==> src/dcs_pkg.sv <==
// dma channel control/status: shared constants
// assumes a plain register port, one clock, synchronous active-high reset
// How it works
// - detect bit 0 means level sensing of request, 1 means edge sensing
// - polarity bit 0 means low/falling, 1 means high/rising
// - bus-mode bit 0 cycle-steal, 1 burst
// - address-mode bit 0 dual address, 1 single address
// - interrupt enable passes transfer-end flag to the cpu request
// - transfer-end flag sets when the remaining count reaches zero
// - aborts by nmi, address error or enables leave the flag clear
// - transfer-end flag clears only by writing 0 after reading 1
// - enable with transfer-end flag set starts nothing
// - auto-request transfers whenever both enables set and all flags clear
// - external or serial requests transfer only when enabled and flags clear
// - clearing channel enable stops that channel
// - vector holds 8 bits, upper bits read zero, bit 7 written 0
// - source select 00 external, 01 serial rx, 10 serial tx, 11 reserved
// - priority bit 0 fixed ch0 first, 1 round robin ch1 first after reset
// - address error flag set on error blocks all channels
// - nmi and address error flags clear by read 1 then write 0
// - nmi sets its flag, current unit finishes, then stops
// - clearing master enable aborts every channel
// - operation register resets to zero, upper 28 bits read zero
// - each unit decrements the channel remaining count by one
package dcs_pkg;
  localparam int          DCS_AW         = 4;
  localparam logic [3:0]  DCS_CTRL0      = 4'h0;
  localparam logic [3:0]  DCS_CTRL1      = 4'h1;
  localparam logic [3:0]  DCS_VEC0       = 4'h2;
  localparam logic [3:0]  DCS_VEC1       = 4'h3;
  localparam logic [3:0]  DCS_RSEL0      = 4'h4;
  localparam logic [3:0]  DCS_RSEL1      = 4'h5;
  localparam logic [3:0]  DCS_OPER       = 4'h6;
  localparam logic [3:0]  DCS_CNT0       = 4'h7;
  localparam logic [3:0]  DCS_CNT1       = 4'h8;
  localparam int          DCS_B_EN       = 0;
  localparam int          DCS_B_TE       = 1;
  localparam int          DCS_B_IE       = 2;
  localparam int          DCS_B_AMODE    = 3;
  localparam int          DCS_B_BMODE    = 4;
  localparam int          DCS_B_POL      = 5;
  localparam int          DCS_B_DET      = 6;
  localparam int          DCS_B_AUTO     = 9;
  localparam int          DCS_B_ME       = 0;
  localparam int          DCS_B_NMI      = 1;
  localparam int          DCS_B_AE       = 2;
  localparam int          DCS_B_PRI      = 3;
  localparam logic [15:0] DCS_CTRL_RST   = 16'h0000;
  localparam logic [15:0] DCS_CTRL_WMASK = 16'hFFFD;
  localparam logic [7:0]  DCS_VEC_RST    = 8'h00;
  localparam logic [1:0]  DCS_RSEL_RST   = 2'h0;
  localparam logic [3:0]  DCS_OPER_RST   = 4'h0;
  localparam logic [1:0]  DCS_SRC_EXT    = 2'h0;
  localparam logic [1:0]  DCS_SRC_RX     = 2'h1;
  localparam logic [1:0]  DCS_SRC_TX     = 2'h2;
  localparam int          DCS_CNT_W      = 24;
endpackage

==> src/dcs_req_if.sv <==
// request path between the control block and the per-channel detector
// assumes both ends run on core_clk
`timescale 1ns/1ps
interface dcs_req_if;
  logic       detect_edge; // edge detection chosen
  logic       polarity;    // high/rising when set
  logic [1:0] source;      // request source select
  logic       auto_mode;   // internal auto request
  logic       take;        // a unit is being taken
  logic       pending;     // request outstanding
  modport ctl (output detect_edge, polarity, source, auto_mode, take, input pending);
  modport det (input detect_edge, polarity, source, auto_mode, take, output pending);
endinterface

==> src/dcs_top.sv <==
// dma channel control and status for two channels
// assumes a register port with one-cycle strobes and read data one cycle later
`timescale 1ns/1ps
module dcs_top
  import dcs_pkg::*;
#(
  parameter int NCH = 2 // channel count
)(
  input  wire logic              core_clk,            // system clock
  input  wire logic              reset,               // sync reset, active high
  input  wire logic              standby,             // standby: initialise like reset
  input  wire logic [DCS_AW-1:0] reg_addr,            // register index
  input  wire logic [31:0]       reg_wdata,           // write data
  input  wire logic              reg_wr,              // write strobe
  input  wire logic              reg_rd,              // read strobe
  output logic      [31:0]       reg_rdata,           // read data, cycle after strobe
  input  wire logic [NCH-1:0]    ext_request,         // external request lines
  input  wire logic              serial_rx_full_req,  // serial receive-full
  input  wire logic              serial_tx_empty_req, // serial transmit-empty
  input  wire logic              nmi,                 // nmi event pulse
  input  wire logic              addr_error,          // address error event pulse
  input  wire logic              unit_done,           // datapath finished a unit (after write)
  output logic      [NCH-1:0]    grant,               // channel allowed to run a unit
  output logic      [NCH-1:0]    burst_mode,          // bus-mode select per channel
  output logic      [NCH-1:0]    single_addr,         // address-mode select per channel
  output logic      [NCH-1:0]    transfer_end_irq,    // end interrupt per channel
  output logic      [7:0]        vec0,                // channel 0 vector
  output logic      [7:0]        vec1                 // channel 1 vector
);
  logic [15:0]          channel_control [NCH];
  logic [7:0]           end_vector      [NCH];
  logic [1:0]           req_source      [NCH];
  logic [DCS_CNT_W-1:0] transfer_count  [NCH];
  logic [3:0]           operation_register;
  logic [NCH-1:0]       te_seen;
  logic [1:0]           oper_seen;
  logic [NCH-1:0]       pending;
  logic [NCH-1:0]       may_run;
  logic [NCH-1:0]       next_grant;
  logic                 rr_ch1_first;
  logic                 busy;
  logic                 init;

  assign init = reset | standby;

  function automatic logic hit(input logic [DCS_AW-1:0] a);
    hit = reg_wr && (reg_addr == a);
  endfunction

  // ----------------------------------------------------------------
  // per-channel registers and detectors
  // ----------------------------------------------------------------
  genvar g;
  generate
    for (g = 0; g < NCH; g++) begin : ch
      dcs_req_if rq ();
      logic [DCS_AW-1:0] a_ctrl;
      logic [DCS_AW-1:0] a_vec;
      logic [DCS_AW-1:0] a_rsel;
      logic [DCS_AW-1:0] a_cnt;
      logic              unit_end;
      assign a_ctrl   = (g == 0) ? DCS_CTRL0 : DCS_CTRL1;
      assign a_vec    = (g == 0) ? DCS_VEC0  : DCS_VEC1;
      assign a_rsel   = (g == 0) ? DCS_RSEL0 : DCS_RSEL1;
      assign a_cnt    = (g == 0) ? DCS_CNT0  : DCS_CNT1;
      assign unit_end = unit_done && grant[g];

      assign rq.detect_edge = channel_control[g][DCS_B_DET];
      assign rq.polarity    = channel_control[g][DCS_B_POL];
      assign rq.source      = req_source[g];
      assign rq.auto_mode   = channel_control[g][DCS_B_AUTO];
      assign rq.take        = unit_end;
      assign pending[g]     = rq.pending;

      dcs_req_detect u_det (
        .core_clk            (core_clk),
        .reset               (init),
        .ext_request         (ext_request[g]),
        .serial_rx_full_req  (serial_rx_full_req),
        .serial_tx_empty_req (serial_tx_empty_req),
        .rq                  (rq)
      );

      // channel control; end flag set wins over a software clear
      always_ff @(posedge core_clk) begin
        if (init) begin
          channel_control[g] <= DCS_CTRL_RST;
        end else begin
          if (hit(a_ctrl)) begin
            channel_control[g] <= (reg_wdata[15:0] & DCS_CTRL_WMASK) |
              (channel_control[g] & ~DCS_CTRL_WMASK &
               {16{~(te_seen[g] & ~reg_wdata[DCS_B_TE])}});
          end
          if (unit_end && transfer_count[g] == DCS_CNT_W'(1)) begin
            channel_control[g][DCS_B_TE] <= 1'b1;
          end
        end
      end

      // read-1 tracking for the clear handshake
      always_ff @(posedge core_clk) begin
        if (init) begin
          te_seen[g] <= 1'b0;
        end else if (reg_rd && reg_addr == a_ctrl) begin
          te_seen[g] <= channel_control[g][DCS_B_TE];
        end else if (hit(a_ctrl)) begin
          te_seen[g] <= 1'b0;
        end
      end

      always_ff @(posedge core_clk) begin
        if (init) begin
          end_vector[g] <= DCS_VEC_RST;
        end else if (hit(a_vec)) begin
          end_vector[g] <= reg_wdata[7:0];
        end
      end

      always_ff @(posedge core_clk) begin
        if (init) begin
          req_source[g] <= DCS_RSEL_RST;
        end else if (hit(a_rsel)) begin
          req_source[g] <= reg_wdata[1:0];
        end
      end

      always_ff @(posedge core_clk) begin
        if (init) begin
          transfer_count[g] <= '0;
        end else if (unit_end) begin
          transfer_count[g] <= transfer_count[g] - DCS_CNT_W'(1);
        end else if (hit(a_cnt)) begin
          transfer_count[g] <= reg_wdata[DCS_CNT_W-1:0];
        end
      end

      assign may_run[g] = channel_control[g][DCS_B_EN] & ~channel_control[g][DCS_B_TE] &
                          operation_register[DCS_B_ME] & ~operation_register[DCS_B_NMI] &
                          ~operation_register[DCS_B_AE];
      assign burst_mode[g]       = channel_control[g][DCS_B_BMODE];
      assign single_addr[g]      = channel_control[g][DCS_B_AMODE];
      assign transfer_end_irq[g] = channel_control[g][DCS_B_TE] &
                                   channel_control[g][DCS_B_IE];
    end
  endgenerate

  assign vec0 = end_vector[0];
  assign vec1 = end_vector[1];

  // ----------------------------------------------------------------
  // operation register
  // ----------------------------------------------------------------
  always_ff @(posedge core_clk) begin
    if (init) begin
      operation_register <= DCS_OPER_RST;
    end else begin
      if (hit(DCS_OPER)) begin
        operation_register[DCS_B_PRI] <= reg_wdata[DCS_B_PRI];
        operation_register[DCS_B_ME]  <= reg_wdata[DCS_B_ME];
        if (oper_seen[0] && !reg_wdata[DCS_B_NMI]) begin
          operation_register[DCS_B_NMI] <= 1'b0;
        end
        if (oper_seen[1] && !reg_wdata[DCS_B_AE]) begin
          operation_register[DCS_B_AE] <= 1'b0;
        end
      end
      if (nmi) begin
        operation_register[DCS_B_NMI] <= 1'b1;
      end
      if (addr_error) begin
        operation_register[DCS_B_AE] <= 1'b1;
      end
    end
  end

  always_ff @(posedge core_clk) begin
    if (init) begin
      oper_seen <= 2'h0;
    end else if (reg_rd && reg_addr == DCS_OPER) begin
      oper_seen <= {operation_register[DCS_B_AE], operation_register[DCS_B_NMI]};
    end else if (hit(DCS_OPER)) begin
      oper_seen <= 2'h0;
    end
  end

  // ----------------------------------------------------------------
  // arbitration: grant held until the unit finishes unless an enable drops, so an nmi lets it complete
  // ----------------------------------------------------------------
  always_comb begin
    next_grant = '0;
    if (operation_register[DCS_B_PRI] && rr_ch1_first) begin
      if (may_run[1] && pending[1]) next_grant[1] = 1'b1;
      else if (may_run[0] && pending[0]) next_grant[0] = 1'b1;
    end else begin
      if (may_run[0] && pending[0]) next_grant[0] = 1'b1;
      else if (may_run[1] && pending[1]) next_grant[1] = 1'b1;
    end
  end

  assign busy = |grant;

  always_ff @(posedge core_clk) begin
    if (init) begin
      grant <= '0;
    end else if (busy && !unit_done) begin
      // enables dropping abort the unit at once; nmi/error only block the next
      grant <= grant & {channel_control[1][DCS_B_EN], channel_control[0][DCS_B_EN]} &
               {NCH{operation_register[DCS_B_ME]}};
    end else if (busy) begin
      grant <= '0;
    end else begin
      grant <= next_grant;
    end
  end

  always_ff @(posedge core_clk) begin
    if (init) begin
      rr_ch1_first <= 1'b1;
    end else if (busy && unit_done) begin
      rr_ch1_first <= grant[0]; // served channel drops to the bottom
    end
  end

  // ----------------------------------------------------------------
  // register read
  // ----------------------------------------------------------------
  always_ff @(posedge core_clk) begin
    if (init) begin
      reg_rdata <= 32'h0000_0000;
    end else if (reg_rd) begin
      case (reg_addr)
        DCS_CTRL0: reg_rdata <= {16'h0000, channel_control[0]};
        DCS_CTRL1: reg_rdata <= {16'h0000, channel_control[1]};
        DCS_VEC0:  reg_rdata <= {24'h000000, end_vector[0]};
        DCS_VEC1:  reg_rdata <= {24'h000000, end_vector[1]};
        DCS_RSEL0: reg_rdata <= {30'h0, req_source[0]};
        DCS_RSEL1: reg_rdata <= {30'h0, req_source[1]};
        DCS_OPER:  reg_rdata <= {28'h0, operation_register};
        DCS_CNT0:  reg_rdata <= {8'h00, transfer_count[0]};
        DCS_CNT1:  reg_rdata <= {8'h00, transfer_count[1]};
        default:   reg_rdata <= 32'h0000_0000;
      endcase
    end else begin
      reg_rdata <= 32'h0000_0000;
    end
  end

  // ----------------------------------------------------------------
  // checks
  // ----------------------------------------------------------------
  chk_irq_follows: assert property (@(posedge core_clk) disable iff (init)
    transfer_end_irq[0] == (channel_control[0][DCS_B_TE] && channel_control[0][DCS_B_IE]))
    else $error("end interrupt mismatch");
  // watch the registered grant, not the arbiter term it is built from
  chk_grant_needs_enable: assert property (@(posedge core_clk) disable iff (init)
    $rose(grant[0]) |-> $past(may_run[0] && pending[0]))
    else $error("grant without enable");
  chk_te_blocks: assert property (@(posedge core_clk) disable iff (init)
    channel_control[0][DCS_B_TE] |=> !$rose(grant[0]))
    else $error("grant while end flag set");
  chk_nmi_sets: assert property (@(posedge core_clk) disable iff (init)
    nmi |=> operation_register[DCS_B_NMI])
    else $error("nmi flag not set");
  chk_ae_blocks: assert property (@(posedge core_clk) disable iff (init)
    operation_register[DCS_B_AE] |=> (!$rose(grant[0]) && !$rose(grant[1])))
    else $error("grant under address error");
  chk_nmi_blocks: assert property (@(posedge core_clk) disable iff (init)
    operation_register[DCS_B_NMI] |=> (!$rose(grant[0]) && !$rose(grant[1])))
    else $error("grant under nmi flag");
  chk_en_abort: assert property (@(posedge core_clk) disable iff (init)
    !channel_control[1][DCS_B_EN] |=> !grant[1])
    else $error("grant after channel disable");
  // nmi or error must not cut a unit that both enables still allow
  chk_unit_held: assert property (@(posedge core_clk) disable iff (init)
    (grant[1] && !unit_done && channel_control[1][DCS_B_EN] && operation_register[DCS_B_ME]) |=> grant[1])
    else $error("unit cut before it finished");
  chk_me_abort: assert property (@(posedge core_clk) disable iff (init)
    (!operation_register[DCS_B_ME] && !unit_done) |=> grant == '0)
    else $error("grant after master disable");
  chk_count_dec: assert property (@(posedge core_clk) disable iff (init)
    (unit_done && grant[0]) |=> transfer_count[0] == $past(transfer_count[0]) - DCS_CNT_W'(1))
    else $error("count not decremented");
  chk_te_end: assert property (@(posedge core_clk) disable iff (init)
    (unit_done && grant[0] && transfer_count[0] == DCS_CNT_W'(1)) |=> channel_control[0][DCS_B_TE])
    else $error("end flag not set");
  chk_fixed_pri: assert property (@(posedge core_clk) disable iff (init)
    (!operation_register[DCS_B_PRI] && next_grant[1]) |-> !(may_run[0] && pending[0]))
    else $error("fixed priority broken");
endmodule

==> src/dcs_req_detect.sv <==
// per-channel request detector: level or edge, polarity, source select
// assumes inputs are synchronous to core_clk
`timescale 1ns/1ps
module dcs_req_detect
  import dcs_pkg::*;
(
  input  wire logic core_clk,            // system clock
  input  wire logic reset,               // sync reset, active high
  input  wire logic ext_request,         // external request line
  input  wire logic serial_rx_full_req,  // serial receive-full
  input  wire logic serial_tx_empty_req, // serial transmit-empty
  dcs_req_if.det    rq                   // control side
);
  logic raw;
  logic raw_q;
  logic latched;
  logic active;
  logic edge_hit;

  always_comb begin
    case (rq.source)
      DCS_SRC_EXT: raw = ext_request;
      DCS_SRC_RX:  raw = serial_rx_full_req;
      DCS_SRC_TX:  raw = serial_tx_empty_req;
      default:     raw = ~rq.polarity;
    endcase
  end

  // polarity folds the active sense into one form
  assign active   = rq.polarity ? raw : ~raw;
  assign edge_hit = active & ~(rq.polarity ? raw_q : ~raw_q);

  always_ff @(posedge core_clk) begin
    if (reset) begin
      raw_q <= 1'b0;
    end else begin
      raw_q <= raw;
    end
  end

  // an edge is remembered until a unit consumes it; a new edge wins over the take
  always_ff @(posedge core_clk) begin
    if (reset) begin
      latched <= 1'b0;
    end else if (edge_hit) begin
      latched <= 1'b1;
    end else if (rq.take) begin
      latched <= 1'b0;
    end
  end

  assign rq.pending = rq.auto_mode ? 1'b1 :
                      (rq.detect_edge ? latched : active);
endmodule

==> config.mk <==
export PLATFORM = sky130hd
export DESIGN_NAME = dcs_top
export DESIGN_NICKNAME = d
export VERILOG_FILES = /design/src/dcs_pkg.sv /design/src/dcs_req_if.sv /design/src/dcs_top.sv /design/src/dcs_req_detect.sv
export SDC_FILE = /design/constraint.sdc
export NUM_CORES = 1
export LEC_CHECK = 0
export ABC_AREA = 1
export BUFFER_PORTS_ARGS = -buffer_cell sky130_fd_sc_hd__buf_2
export CORE_MARGIN = 2
export CORE_UTILIZATION = 50
export DETAILED_ROUTE_END_ITERATION = 16
export HOLD_SLACK_MARGIN = 0.12
export PLACE_DENSITY = 0.7
export SLEW_MARGIN = 0
export SYNTH_ARGS = -nofsm -noshare
export SYNTH_HDL_FRONTEND = slang
export SYNTH_SLANG_ARGS = --single-unit
==> constraint.sdc <==
create_clock -name core_clk -period 6.4 [get_ports core_clk]
set_clock_uncertainty 0.2 [all_clocks]
set_input_delay 0.64 -clock core_clk [delete_from_list [all_inputs] [get_ports core_clk]]
set_output_delay 0.64 -clock core_clk [all_outputs]
set_load 0.1 [all_outputs]
* Yosys cells after proc, flatten, opt, wreduce, memory -nomap -nowiden
Memory sizes are Yosys's and may differ from the RTL's. Cells that the tools add are included.
Storage, ports and cells: register bits after elaboration 47, RAM bits 100, input port bits 48, output and inout bits 56, memories 4
Memory list:
- transfer_count | depth 2, bits a word 24, rd ports 2, clocked after memory_dff 0, wr ports 2, RTL line dcs_top.sv:33 | logic [DCS_CNT_W-1:0] transfer_count [NCH];
- channel_control | depth 2, bits a word 16, rd ports 2, clocked after memory_dff 0, wr ports 2, RTL line dcs_top.sv:30 | logic [15:0] channel_control [NCH];
- end_vector | depth 2, bits a word 8, rd ports 2, clocked after memory_dff 0, wr ports 2, RTL line dcs_top.sv:31 | logic [7:0] end_vector [NCH];
- req_source | depth 2, bits a word 2, rd ports 2, clocked after memory_dff 0, wr ports 2, RTL line dcs_top.sv:32 | logic [1:0] req_source [NCH];
Cells by class: add/subtract/negate cells 2, equality and inequality tests 14, mux-type cells 85, bitwise logic cells 49, reduce and logical (&&, ||, !) cells 42
Operators with widths (number):
- 24-bit case mux with 9 select lines | 1
- 24-bit 2-to-1 mux | 4
- 1-bit 2-to-1 mux | 66
- 24-bit by 1-bit equality test with 1-bit output (second input constant) | 2
- 24-bit by 1-bit subtractor with 24-bit output (second input constant) | 2
- 2-bit by 16-bit bitwise AND with 16-bit output | 2
- 16-bit 2-to-1 mux | 2
- 16-bit bitwise OR | 2
- 1-bit logical AND | 23
- 2-bit nonzero test | 9
- 4-bit by 3-bit equality test with 1-bit output (second input constant) | 4
- 8-bit 2-to-1 mux | 2
- 1-bit NOT | 16
- 1-bit bitwise AND | 14
- 2-bit 2-to-1 mux | 7
- 1-bit bitwise OR | 13
- 4-bit by 2-bit equality test with 1-bit output (second input constant) | 2
- 1-bit case mux with 3 select lines | 2
- 2-bit bitwise AND | 2
- 2-bit by 1-bit equality test with 1-bit output (second input constant) | 2
- 2-bit equality test (second input constant) | 2
- 4-bit by 1-bit equality test with 1-bit output (second input constant) | 1
- 4-bit equality test (second input constant) | 1
- 2-bit logical NOT | 2
- other kinds (5) | 9

* Depth between registers and ports, before layout
An unclocked memory read counts as a cell.
depth after elaboration 13, depth in mapped cells 11, mapped depth without buffers 11

* Cells and area by module
Synthesis repeated with hierarchy kept, for this count alone.
Second synthesis, totals: cells, all modules 979, area total of the unflattened synthesis 7552.2 um^2
Modules (own cells, without submodules):
- dcs_top | times used 1, cells an instance 913, area an instance 7159.4 um^2, sequential area each 3703.6 um^2
- dcs_req_detect | times used 2, cells an instance 33, area an instance 196.4 um^2, sequential area each 40.0 um^2

* Least setup slack after synthesis
OpenSTA, ideal clock, no wires.
kind register to register, start register grant[1], end memory transfer_count[1][0] (enable), arrival 2276 ps, setup slack 3435 ps, cell stages (with the launch flop) 7, buffers on the path 1, clock period less this slack 2965 ps, path through dfxtp_1 -> nand2_2 -> inv_1 -> nor3_4 -> inv_2 -> buf_2 -> nand3_1
RTL lines:
- start, declared | RTL line dcs_top.sv:23 | output logic [NCH-1:0] grant,
- start signal, assigned | RTL line dcs_top.sv:207 | grant <= grant & {channel_control[1][DCS_B_EN], channel_control[0][DCS_B_EN]} &
- start signal, assigned | RTL line dcs_top.sv:212 | grant <= next_grant;
- end, declared | RTL line dcs_top.sv:33

==> results by group <==
Clocking
  • # hold bufs at CTS: 0
  • CTS H-Tree Depth: 4
  • Clk slew on worst S/H paths: 0.06 ns
  • Clock Tree Buf Depth: 2
  • Postcts setup bufs: 0
  • Clock sinks: 139
  • Number of gates resized after cts: 0
  • CTS tree: built
  • Clock root buffer: clkbuf_16
  • Cts bufs inserted: 17
  • Worst-Skew Late Latency: 0.42 ns

Synth
  • Distinct cells, synth: 48
  • Avg Cell Area, Syn: 8.60 sq um
  • Cells after Synth: 856
  • Main synth FF type: edfxtp_1
  • Mapped Area: 0.00737 sq mm
  • Post-synthesis async set-or-reset flop share: 0%
  • Count of state elements after synthesis: 139
  • Synth warnings: 0
  • Post-synthesis sequential area ratio: 51.4%
  • Number of flops mapped to enable cells by yosys: 100

Place
  • Port buffer count: 87
  • Detail Placement HPWL: 15,400 um
  • Placement Cell Area: 0.00787 sq mm
  • RD Place Congestion: 0.959

STA
  • Tmin final: 3.02 ns
  • Setup violations, final: 0
  • Fin. max-slew vios: 0
  • Final hold slack: 0.224 ns
  • Worst Tran Pin Value: 1.17 ns
  • F_max: 0.331 GHz
  • RSZ-0062 raised after global routing: no
  • Setup_tns: 0 ns
  • Fin. Hold Viols: 0
  • Tcrit/Tclk final: 47.2%
  • Slew HR: 21.1%

Route
  • Routed vias/inst: 5.70
  • Via Count: 6,479
  • Initial DRT Pass Iterations: 5
  • Avg WL per Cell: 18.7 um
  • DRT antenna net count: 0
  • Total wire length: 21,200 um
  • Remaining DRCs: 0
  • Initial DRC Count: 920

Finish
  • Layout area overhead: 15.4%
  • Most frequent cells in the layout: 160 x nand2_1, 124 x nor2_1, 118 x inv_1, 100 x edfxtp_1, 87 x buf_2
  • Final Cell Area: 0.00850 sq mm
  • Diodes inserted: 0
  • Layout cell share with drive strength beyond 1: 17.9%
  • Multi-input logic area: 0.00293 sq mm
  • Final core utilization: 58.7%
  • FF+latch area: 0.00378 sq mm
  • Final #Nets: 992
  • Filler instances: 1,313
  • Most common cell after layout, fill and taps aside: nand2_1

Worst setup path
  • Crit-path cells: buf_2, nor2_4, nand2_2, nor3_4, inv_2, nand2_1
  • Crit path arrival time: 2.86 ns
  • Worst-path fanout max: 24
  • Crit Path Class: primary input to flop
  • Startpoint class of the critical path: primary input
  • Critical Path Sink Type: flop
  • CP Buf/Inv Count: 2
  • Req. time, crit path: 6.24 ns
  • Max incr delay on CP: 0.88 ns
  • CP max-delay cell: nand2_1
  • Top Family by Delay on Critical Path: simple AND/OR/NAND/NOR gates

Status
  • Status: finished clean

Power
  • Peak supply drop: 0.287 mV
  • Pwr per Cell Area: 273 mW/mm^2
  • P_leak: 3.72 nW
  • Total power: 2.32 mW

Die
  • Ports: 104
  • Chip height: 125 um
  • Die width: 125 um
  • Core Footprint: 0.0145 sq mm
  • FP Rows: 44
  • Die Area: 0.0157 sq mm
  • Initial core utilization: 50.9%

GRT
  • Vias in the first global route: 5,830
  • Total GRT Usage: 26.9%
  • Initial antenna violation count: 0
  • Total grt overflow: 0
  • Largest net degree at the start of global routing: 25
  • First-pass GRT wire length: 32,100 um

Flow run
  • Max_cap viols: 0

Min path
  • Class of the worst hold path: primary input to flop
[registers in the layout, summed over array words and instances, names as in the netlist]
signal              cells
ch.u_det.latched        2
ch.u_det.raw_q          2
channel_control        32
end_vector             16
grant                   2
oper_seen               2
operation_register      4
reg_rdata              24
req_source              4
rr_ch1_first            1
te_seen                 2
transfer_count         48
[metrics by stage]
stage,std cells,worst slack (ns)
floorplan,863,3.44
global placement,1105,3.03
detailed placement,1105,2.98
CTS,1137,3.42
global route,1137,3.29
finish,1137,3.38
[synth_stat cells, types with 16 or more instances]
library cell	count	area [sq um]
a21oi_1	32	160
buf_4	16	120
dfxtp_1	39	781
edfxtp_1	100	3000
inv_1	118	443
nand2_1	160	601
nand3_1	30	150
nor2_1	124	465
o21ai_0	37	185
o21ai_1	23	115
o22ai_1	32	200
xor2_1	17	149
[routing by layer]
layer | part of all wire [%] | GRT usage (%)
met4 | 1.2 | 7.58
met3 | 11 | 5.61
met5 | 0 | 0
met1 | 43 | 40.0
met2 | 45 | 40.1
[final cells by class]
type | instances | area share, %
clock buffers | 26 | 6.88
clock inverters | 6 | 0.471
inverters | 128 | 5.65
multi-input cells | 565 | 34.5
flip-flops and latches | 139 | 44.5
well taps | 184 | 2.71
repair buffers | 89 | 5.30
[where the power goes]
group / internal, mW / total [mW] / switching (mW)
Clock: 0.630 / 1.01 / 0.383
Combinational: 0.0567 / 0.274 / 0.218
Sequential: 1.00 / 1.03 / 0.0294
[path summary, 6_finish.rpt]
path,startpoint,endpoint,slack (ns),depth (start not counted)
setup reg to reg,grant[0],transfer_count[0][11],3.66,5
hold reg to reg,te_seen[0],te_seen[0],0.28,2
setup / recovery,standby,transfer_count[0][11],3.38,6
hold / removal,addr_error,operation_register[2],0.22,2
[kinds of logic after synthesis]
group / Yosys count / synth area share (%)
AO/OA/AOI/OAI: 154 / 12.3
multiplexers: 1 / 0.136
AND/OR/NAND/NOR: 379 / 24.0
flip-flops: 139 / 51.4
XOR/XNOR: 19 / 2.26
other: 1 / 0.0509
buffers and inverters: 159 / 9.22
adder cells (fa/ha/maj): 4 / 0.679
Power figures use the tool's default switching activity.
